===== src/timer_counter_defs.vh =====
// Register offsets, field positions, reset values and codes of the up/down timer counter.
`ifndef TIMER_COUNTER_DEFS_VH
`define TIMER_COUNTER_DEFS_VH

`define OFS_CLK 12'h000
`define OFS_CTL 12'h004
`define OFS_MAX 12'h008
`define OFS_CNT 12'h00C
`define OFS_STAT 12'h010

`define CLK_SRC_LSB 0
`define CLK_SRC_MSB 2
`define CLK_DIV_LSB 4
`define CLK_DIV_MSB 7
`define CLK_DBG_BIT 8

`define CTL_EN_BIT 0
`define CTL_PRESET_BIT 1
`define CTL_RUN_BIT 2
`define CTL_DIR_LSB 4
`define CTL_DIR_MSB 5
`define CTL_ONE_BIT 6
`define CTL_PEND_BIT 8

`define STAT_ACTIVE_BIT 0
`define STAT_UP_BIT 1

`define SRC_INTERNAL 3'h0
`define SRC_EXT_RISE 3'h1
`define SRC_EXT_FALL 3'h2

`define DIR_UP 2'h0
`define DIR_DOWN 2'h1
`define DIR_UPDOWN 2'h2

`define RST_SRC 3'h0
`define RST_DIV 4'h0
`define RST_MAX 16'hFFFF
`define COUNT_ZERO 16'h0000
`define COUNT_ONE 16'h0001
`define DUMMY_EDGES 2'h2

`endif


===== src/count_tick_gen.v =====
// Count clock generator: internal prescaler or external event edges with dummy edges.
`timescale 1ns/1ps
module count_tick_gen (
  input wire pclk,
  input wire presetn,
  input wire gate,
  input wire start,
  input wire [2:0] clock_source_select,
  input wire [3:0] clock_divider_select,
  input wire external_event_input,
  output reg tick
);
`include "timer_counter_defs.vh"

  reg [14:0] prescale_reg;
  reg ext_prev_reg;
  reg [1:0] dummy_reg;
  wire use_ext;
  wire ext_level;
  wire ext_edge;
  wire [14:0] div_mask;

  function [14:0] mask_of;
    input [3:0] div;
    begin
      mask_of = (div >= 4'hF) ? 15'h7FFF : (15'h7FFF >> (4'hF - div));
    end
  endfunction

  assign use_ext = (clock_source_select == `SRC_EXT_RISE) || (clock_source_select == `SRC_EXT_FALL);
  assign ext_level = (clock_source_select == `SRC_EXT_FALL) ? ~external_event_input : external_event_input;
  assign ext_edge = ext_level & ~ext_prev_reg;
  assign div_mask = mask_of(clock_divider_select);

  always @(posedge pclk or negedge presetn) begin
    if (!presetn) begin
      prescale_reg <= 15'h0000;
      ext_prev_reg <= 1'b0;
      dummy_reg <= 2'h0;
      tick <= 1'b0;
    end else begin
      ext_prev_reg <= ext_level;
      tick <= 1'b0;
      if (!gate) begin
        prescale_reg <= 15'h0000;
      end else if (use_ext) begin
        if (ext_edge) begin
          if (dummy_reg < `DUMMY_EDGES) begin
            dummy_reg <= dummy_reg + 2'h1;
          end else begin
            tick <= 1'b1;
          end
        end
      end else begin
        prescale_reg <= prescale_reg + 15'h0001;
        tick <= ((prescale_reg & div_mask) == div_mask);
      end
      // A new start re-arms the two dummy edges, whatever the gate does.
      if (start) begin
        dummy_reg <= 2'h0;
      end
    end
  end

endmodule


===== src/max_update_sync.v =====
// MAX value holder: written value waits for take (the next count tick, or any cycle while idle) before it is used.
`timescale 1ns/1ps
module max_update_sync (
  input wire pclk,
  input wire presetn,
  input wire wr,
  input wire [15:0] wdata,
  input wire take,
  output reg [15:0] max_written,
  output reg [15:0] max_active,
  output reg max_update_pending
);
`include "timer_counter_defs.vh"

  always @(posedge pclk or negedge presetn) begin
    if (!presetn) begin
      max_written <= `RST_MAX;
      max_active <= `RST_MAX;
      max_update_pending <= 1'b0;
    end else begin
      if (wr) begin
        max_written <= wdata;
        max_update_pending <= 1'b1;
      end else if (max_update_pending && take) begin
        max_active <= max_written;
        max_update_pending <= 1'b0;
      end
    end
  end

endmodule


===== src/updown_timer_counter_block.v =====
// Up/down timer counter channel with APB register access.
//
// Contract
// - In debug halt with keep-going bit 0, count ticks stop, the count holds and the prescaler clears.
// - With keep-going bit 1, counting continues during debug halt.
// - External source counts each rising edge of the event input.
// - Inverted external source counts falling edges of the event input.
// - First two external edges after start are dummies; the other side supplies them.
// - Nothing runs or starts until the module enable bit is 1.
// - Two-bit direction field plus single-pass bit give six count modes.
// - Sixteen-bit MAX bounds the counter to 0x0000 through MAX.
// - Preset clears counter in up and up/down, loads MAX in down.
// - Writing run 1 starts counting; stopping depends on the mode.
// - Busy reads 1 while running; direction reads 1 counting up.
// - Repeat up wraps to 0x0000 past MAX until run is cleared.
// - Counting up, a MAX below the count clears it to 0x0000.
// - One-shot up wraps to 0x0000 past MAX and stops.
// - Repeat down reloads MAX on underflow until run is cleared.
// - Down counting ignores a new MAX until the next underflow reload.
// - One-shot down reloads MAX on underflow and stops.
// - Repeat up/down alternates 0x0000 to MAX and back until stopped.
// - Up/down MAX change in the down phase waits for 0x0000 first.
// - One-shot up/down stops on reaching 0x0000 going down.
//
// Design decisions made here: the APB slave port and the register addresses.
`timescale 1ns/1ps
module updown_timer_counter_block (
  input wire pclk,
  input wire presetn,
  input wire psel,
  input wire penable,
  input wire pwrite,
  input wire [11:0] paddr,
  input wire [31:0] pwdata,
  output reg [31:0] prdata,
  output reg pready,
  output reg pslverr,
  input wire external_event_input,
  input wire debug_halt,
  output reg [15:0] current_count,
  output reg counter_active,
  output reg count_up
);
`include "timer_counter_defs.vh"

  localparam [4:0] HIT_CLK = 5'h01;
  localparam [4:0] HIT_CTL = 5'h02;
  localparam [4:0] HIT_MAX = 5'h04;
  localparam [4:0] HIT_CNT = 5'h08;
  localparam [4:0] HIT_STAT = 5'h10;
  localparam [4:0] HIT_NONE = 5'h00;

  reg [2:0] clock_source_select;
  reg [3:0] clock_divider_select;
  reg keep_going_in_debug;
  reg module_enable;
  reg [1:0] count_direction_mode;
  reg single_pass_select;
  reg [15:0] count_next;
  reg up_next;
  reg active_next;
  reg [31:0] rdata_next;
  reg [2:0] clock_source_select_next;
  reg [3:0] clock_divider_select_next;
  reg keep_going_in_debug_next;
  reg module_enable_next;
  reg [1:0] count_direction_mode_next;
  reg single_pass_select_next;
  reg [15:0] load_count_next;
  reg load_up_next;
  reg busy_next;

  wire setup_phase;
  wire access_done;
  wire [4:0] hit;
  wire wr_clk;
  wire wr_ctl;
  wire wr_max;
  wire preset_req;
  wire run_set;
  wire run_clear;
  wire start_pulse;
  wire tick_gate;
  wire tick;
  wire [15:0] max_written;
  wire [15:0] max_active;
  wire max_update_pending;
  wire enable_field;
  wire [1:0] dir_field;
  wire single_field;
  wire [2:0] src_field;
  wire [3:0] div_field;
  wire keep_field;

  function [4:0] decode;
    input [11:0] addr;
    begin
      case (addr)
        `OFS_CLK: decode = HIT_CLK;
        `OFS_CTL: decode = HIT_CTL;
        `OFS_MAX: decode = HIT_MAX;
        `OFS_CNT: decode = HIT_CNT;
        `OFS_STAT: decode = HIT_STAT;
        default: decode = HIT_NONE;
      endcase
    end
  endfunction

  // Read data is sampled in the setup cycle so that prdata leaves a flip-flop.
  assign setup_phase = psel & ~penable;
  assign access_done = psel & penable & pready;
  assign hit = decode(paddr);
  assign wr_clk = access_done & pwrite & (hit == HIT_CLK);
  assign wr_ctl = access_done & pwrite & (hit == HIT_CTL);
  assign wr_max = access_done & pwrite & (hit == HIT_MAX);

  // Write data fields of the clock and control words.
  assign enable_field = pwdata[`CTL_EN_BIT];
  assign dir_field = pwdata[`CTL_DIR_MSB:`CTL_DIR_LSB];
  assign single_field = pwdata[`CTL_ONE_BIT];
  assign src_field = pwdata[`CLK_SRC_MSB:`CLK_SRC_LSB];
  assign div_field = pwdata[`CLK_DIV_MSB:`CLK_DIV_LSB];
  assign keep_field = pwdata[`CLK_DBG_BIT];

  // Control writes are refused while the module is disabled, except the enable bit itself.
  assign preset_req = wr_ctl & pwdata[`CTL_EN_BIT] & module_enable & pwdata[`CTL_PRESET_BIT];
  assign run_set = wr_ctl & pwdata[`CTL_EN_BIT] & module_enable & pwdata[`CTL_RUN_BIT];
  assign run_clear = wr_ctl & ~pwdata[`CTL_RUN_BIT];
  assign start_pulse = run_set & ~counter_active;

  assign tick_gate = module_enable & counter_active & (~debug_halt | keep_going_in_debug);

  count_tick_gen u_tick (
    .pclk(pclk),
    .presetn(presetn),
    .gate(tick_gate),
    .start(start_pulse),
    .clock_source_select(clock_source_select),
    .clock_divider_select(clock_divider_select),
    .external_event_input(external_event_input),
    .tick(tick)
  );

  // An idle counter takes a new MAX at once; a running one only on its own count tick.
  max_update_sync u_max (
    .pclk(pclk),
    .presetn(presetn),
    .wr(wr_max),
    .wdata(pwdata[15:0]),
    .take((tick_gate & tick) | ~counter_active),
    .max_written(max_written),
    .max_active(max_active),
    .max_update_pending(max_update_pending)
  );

  // Next count, direction and activity for one count tick.
  always @* begin
    count_next = current_count;
    up_next = count_up;
    active_next = counter_active;
    case (count_direction_mode)
      `DIR_DOWN: begin
        up_next = 1'b0;
        if (current_count == `COUNT_ZERO) begin
          count_next = max_active;
          if (single_pass_select) begin
            active_next = 1'b0;
          end
        end else begin
          count_next = current_count - `COUNT_ONE;
        end
      end
      `DIR_UPDOWN: begin
        if (count_up) begin
          if (current_count > max_active) begin
            count_next = `COUNT_ZERO;
          end else if (current_count == max_active) begin
            up_next = 1'b0;
            if (max_active != `COUNT_ZERO) begin
              count_next = current_count - `COUNT_ONE;
            end
          end else begin
            count_next = current_count + `COUNT_ONE;
          end
        end else begin
          if (current_count == `COUNT_ZERO) begin
            if (single_pass_select) begin
              active_next = 1'b0;
            end else begin
              up_next = 1'b1;
              if (max_active != `COUNT_ZERO) begin
                count_next = `COUNT_ONE;
              end
            end
          end else begin
            count_next = current_count - `COUNT_ONE;
          end
        end
      end
      default: begin
        up_next = 1'b1;
        if (current_count >= max_active) begin
          count_next = `COUNT_ZERO;
          if (single_pass_select && current_count == max_active) begin
            active_next = 1'b0;
          end
        end else begin
          count_next = current_count + `COUNT_ONE;
        end
      end
    endcase
  end

  // Mode bits move only once the module is already enabled; the clock word is written whether or not it is.
  always @* begin
    clock_source_select_next = clock_source_select;
    clock_divider_select_next = clock_divider_select;
    keep_going_in_debug_next = keep_going_in_debug;
    module_enable_next = module_enable;
    count_direction_mode_next = count_direction_mode;
    single_pass_select_next = single_pass_select;
    if (wr_clk) begin
      clock_source_select_next = src_field;
      clock_divider_select_next = div_field;
      keep_going_in_debug_next = keep_field;
    end
    if (wr_ctl) begin
      module_enable_next = enable_field;
      if (module_enable) begin
        count_direction_mode_next = dir_field;
        single_pass_select_next = single_field;
      end
    end
  end

  always @(posedge pclk or negedge presetn) begin
    if (!presetn) begin
      clock_source_select <= `RST_SRC;
      clock_divider_select <= `RST_DIV;
      keep_going_in_debug <= 1'b0;
      module_enable <= 1'b0;
      count_direction_mode <= `DIR_UP;
      single_pass_select <= 1'b0;
    end else begin
      clock_source_select <= clock_source_select_next;
      clock_divider_select <= clock_divider_select_next;
      keep_going_in_debug <= keep_going_in_debug_next;
      module_enable <= module_enable_next;
      count_direction_mode <= count_direction_mode_next;
      single_pass_select <= single_pass_select_next;
    end
  end

  // Counter, direction and busy next values.
  always @* begin
    load_count_next = current_count;
    load_up_next = count_up;
    busy_next = counter_active;
    if (preset_req) begin
      if (dir_field == `DIR_DOWN) begin
        load_count_next = max_written;
        load_up_next = 1'b0;
      end else begin
        load_count_next = `COUNT_ZERO;
        load_up_next = 1'b1;
      end
    end else if (tick_gate && tick) begin
      load_count_next = count_next;
      load_up_next = up_next;
    end
    // A software run request wins over a one-shot stop in the same cycle.
    if (wr_ctl && !enable_field) begin
      busy_next = 1'b0;
    end else if (run_set) begin
      busy_next = 1'b1;
    end else if (run_clear) begin
      busy_next = 1'b0;
    end else if (tick_gate && tick) begin
      busy_next = active_next;
    end
  end

  always @(posedge pclk or negedge presetn) begin
    if (!presetn) begin
      current_count <= `COUNT_ZERO;
      count_up <= 1'b1;
      counter_active <= 1'b0;
    end else begin
      current_count <= load_count_next;
      count_up <= load_up_next;
      counter_active <= busy_next;
    end
  end

  // Register read mux.
  always @* begin
    rdata_next = 32'h00000000;
    case (hit)
      HIT_CLK: begin
        rdata_next[`CLK_SRC_MSB:`CLK_SRC_LSB] = clock_source_select;
        rdata_next[`CLK_DIV_MSB:`CLK_DIV_LSB] = clock_divider_select;
        rdata_next[`CLK_DBG_BIT] = keep_going_in_debug;
      end
      HIT_CTL: begin
        rdata_next[`CTL_EN_BIT] = module_enable;
        rdata_next[`CTL_RUN_BIT] = counter_active;
        rdata_next[`CTL_DIR_MSB:`CTL_DIR_LSB] = count_direction_mode;
        rdata_next[`CTL_ONE_BIT] = single_pass_select;
        rdata_next[`CTL_PEND_BIT] = max_update_pending;
      end
      HIT_MAX: begin
        rdata_next[15:0] = max_written;
      end
      HIT_CNT: begin
        rdata_next[15:0] = current_count;
      end
      HIT_STAT: begin
        rdata_next[`STAT_ACTIVE_BIT] = counter_active;
        rdata_next[`STAT_UP_BIT] = count_up;
      end
      default: begin
        rdata_next = 32'h00000000;
      end
    endcase
  end

  // Fixed one-wait-free answer: pready rises in the access cycle that follows setup.
  always @(posedge pclk or negedge presetn) begin
    if (!presetn) begin
      prdata <= 32'h00000000;
      pready <= 1'b0;
      pslverr <= 1'b0;
    end else begin
      pready <= setup_phase;
      pslverr <= setup_phase & (hit == HIT_NONE);
      if (setup_phase) begin
        prdata <= rdata_next;
      end
    end
  end

endmodule


===== config.mk =====
export PLATFORM = sky130hd
export DESIGN_NAME = updown_timer_counter_block
export DESIGN_NICKNAME = d
export VERILOG_FILES = /design/src/count_tick_gen.v /design/src/max_update_sync.v /design/src/updown_timer_counter_block.v
export VERILOG_INCLUDE_DIRS = /design/src /design/src/src
export SDC_FILE = /design/constraint.sdc
export NUM_CORES = 1
export LEC_CHECK = 0
export BUFFER_PORTS_ARGS = -buffer_cell sky130_fd_sc_hd__buf_2
export CAP_MARGIN = 20
export CORE_MARGIN = 1.5
export CORE_UTILIZATION = 55
export DETAILED_ROUTE_END_ITERATION = 8
export PLACE_DENSITY = 0.78
export SYNTH_ARGS = -nofsm -noshare
export SYNTH_HDL_FRONTEND = slang
export SYNTH_SLANG_ARGS = --single-unit

===== constraint.sdc =====
create_clock -name pclk -period 6 [get_ports pclk]
set_clock_uncertainty 0.1 [all_clocks]
set_input_delay 0.9 -clock pclk [delete_from_list [all_inputs] [get_ports pclk]]
set_output_delay 0.9 -clock pclk [all_outputs]
set_load 0.01 [all_outputs]

==> summary.txt <==
Outcome
  – Status: complete, but fails checks
  – Failing checks: design-rule violations

Synth
  – Mean Syn Cell Area: between 8 and 9 µm²
  – Area leader, netlist: dfrtp_1
  – Top_reg_cell synth: dfrtp_1
  – Synth warn: 0
  – EDFF count, synth: 0
  – Unique masters post-synth: between 60 and 70
  – Mapped cell area: around 6500 µm²
  – Cell count after synthesis: 747
  – Async SR Flop Fraction: 1.00
  – Synth top area cells: dfrtp_1 26%, dfstp_2 13%, mux2_2 5.0%
  – Register area share after synthesis: 0.389
  – Synth top area share: 0.256
  – Seq cells post-synth: 100

Worst setup path
  – Slowest cell on crit path: o21ai_0
  – Flop2flop setup slack: ~2.0 ns
  – Reg2reg path depth: 9
  – Crit path largest cell delay: 0.81 ns
  – Worst Path Class, Setup: reg -> reg
  – RR Startpoint: current_count[0]$_DFFE_PN0P_
  – Worst setup path start: current_count[0]$_DFFE_PN0P_
  – RR Endpoint: current_count[15]$_DFFE_PN0P_
  – CP arrival: between 4 and 5 ns
  – CP startpoint kind: flip-flop
  – Max FO, Critical Path: 14
  – Worst path cell trace: inv_1, ha_1, or4b_2, nor4_4, nor2_1, o21ai_0, o31ai_1, nor4b_1, a211oi_1
  – CP required: 6.10 ns
  – Crit. End Element: flip-flop
  – Crit path capture: current_count[15]$_DFFE_PN0P_

Clock network
  – Hold Buf Count CTS: 0
  – Max H-tree Level: 3
  – Clk_lat worst skew: around 0.36 ns
  – Root Driver: clkbuf_16
  – Number of gates resized after cts: 0
  – CTS tree: yes
  – Setup Fix Bufs, Post-CTS: 0
  – TritonCTS Sinks: 100
  – Clk slew on worst S/H paths: approximately 0.07 ns
  – CTS Buffer Depth: 2
  – Num CTS Buffers: 9

STA
  – Shortest period the worst path allows: 3.99 ns
  – FMAX: between 0.2 and 0.3 GHz
  – Total negative slack: 0 ns
  – Setup violators final: 0
  – RSZ-0062 raised after global routing: false
  – Final period util: 0.665
  – Transition time of the tightest slew-check pin: between 1 and 1.5 ns
  – Max-slew headroom: 0.274
  – Final hold slack: between 0.3 and 0.4 ns
  – Final hold vios: 0
  – Setup ws final: 2.01 ns
  – Max Transition Viols Final: 0

Finish
  – Nets@finish: about 860
  – Final core utilization: 0.627
  – Final cell count without fillers: between 900 and 1000
  – Layout fillers: between 1000 and 1500
  – Diodes inserted: 0
  – Layout area overhead: 10.4%
  – Layout cell share with drive strength beyond 1: 0.217

Drt
  – Via Count: 6043
  – 1st-iter DRT viols: approximately 830
  – Drt total wl: ~19 mm
  – WL/cell: 20.4 µm
  – TritonRoute pass-1 iters: 8
  – Via density: 6.46
  – Routed Antenna Nets: 0
  – # DRC: 7

Global routing
  – Antenna violations before repair: 0
  – First-pass GRT wire length: 30.8 mm
  – Number of global-route vias before repair: 5809
  – Total track usage: 0.314
  – Grt ovf: 0
  – Largest net degree at the start of global routing: between 50 and 60

Floorplanning
  – Core Area: approximately 12000 µm²
  – Initial Util: 0.568
  – Die X: about 110 µm
  – Die Area: about 13000 µm²
  – I/O pins: between 100 and 150
  – # rows: 39
  – Die H: 112 µm

Placed design
  – Placed instance count: 920
  – HPWL after detailed placement: about 13 mm
  – Setup WS pre-CTS: about 2.1 ns
  – Final GP Congestion: 0.929
  – Port bufs: 70

Pwr
  – Pleak: 3.28 nW
  – P per Cell Area: around 200 nW/µm²
  – Max VDD drop: about 0.17 mV

Min path
  – Worst Min Path Start: prdata[6]$_DFFE_PN0P_
  – Hold Crit Class: reg -> reg

Job
  – Max_cap viols: 0
## critical path: cells and delay by family (launching register included)
kind	cells	cell delay, ns
DFF	1	0.51
buffers and inverters	1	0.17
AOI/OAI and AO/OA	3	1.06
adders and majority gates	1	0.15
and+or+nand+nor	4	1.85
## synth_stat cells (2+ instances only)
cell type,number
nor4_1,16
o21ai_0,59
a31oi_1,12
ha_1,22
a21oi_1,31
dfrtp_1,67
and3_1,6
a21boi_0,3
o221ai_1,4
nand4_1,15
nor2b_1,4
dfstp_2,33
buf_2,4
nand3_1,22
and4_1,7
or2_2,7
a222oi_1,7
a22oi_1,10
or3_1,7
nand2b_1,4
a211oi_1,11
o2bb2ai_1,3
a221oi_1,9
nor2_1,72
xor2_1,23
or4_4,2
mux2i_1,3
buf_6,4
o22ai_1,3
clkbuf_1,38
inv_1,32
o31a_1,3
xnor2_1,11
buf_4,17
nand2_1,72
a211o_1,3
a22o_1,2
o211ai_1,13
nor3_1,19
nor3b_1,4
mux2_2,29
o31ai_1,6
and2_1,6
a21o_1,4
## per-stage QoR
stage          power, mW  instance area, µm²
6_report            1.44                7220
5_1_grt             1.48                7220
4_1_cts             1.44                7220
3_5_place_dp       0.768                6870
3_3_place_gp       0.766                6860
2_1_floorplan      0.734                6600
## worst min-delay path by stage
stage,to,cells past startpoint
3_5_place_dp,prdata[6]$_DFFE_PN0P_,2
4_1_cts,prdata[6]$_DFFE_PN0P_,2
2_1_floorplan,u_max.max_active[3]$_DFFE_PN1P_,2
5_1_grt,u_max.max_active[12]$_DFFE_PN1P_,2
3_3_place_gp,prdata[2]$_DFFE_PN0P_,2
6_report,prdata[6]$_DFFE_PN0P_,2
## layout make-up
type | instances | area (µm²) | share of cell area
flip-flops and latches | 100 | 2540 | 0.352
multi-input cells | 567 | 3610 | 0.501
clock buffers | 10 | 229 | 0.0317
repair buffers | 78 | 413 | 0.0572
well taps | 143 | 179 | 0.0248
clock inverters | 6 | 119 | 0.0165
inverters | 32 | 120 | 0.0166
## power by group
| part | internal (mW) | total (mW) | switching, mW |
|---|---|---|---|
| logic | 0.0221 | 0.0659 | 0.0438 |
| registers | 0.685 | 0.689 | 0.00479 |
| clock network | 0.413 | 0.682 | 0.269 |
## per-layer routing
metal,GRT usage,share of wire,up-vias
met5,0,0,-
met2,0.481,0.45,314
met4,0.109,0.034,0
li1,-,-,2767
met1,0.445,0.43,2900
met3,0.0691,0.088,62
## cell usage in the layout (no fill, tap or decap), drive strengths merged, types with 9 or more instances in the layout
cell type	instances
buf	78
nand2	72
nor2	72
dfrtp	67
o21ai	59
inv	34
dfstp	33
a21oi	31
mux2	29
xor2	23
nand3	22
ha	22
nor3	19
nor4	17
conb	16
nand4	15
o211ai	13
a31oi	12
xnor2	11
a211oi	11
a22oi	10
clkbuf	10
a221oi	9
## cells by family after synthesis
family                   synth area share
AND/OR/NAND/NOR                     0.203
AO/OA/AOI/OAI                       0.195
flip-flops                          0.389
buffers and inverters              0.0697
XOR/XNOR                           0.0455
multiplexers                       0.0545
adder cells (fa/ha/maj)            0.0421
other                            0.000574
Note: power is estimated with default switching activity, not from simulation.
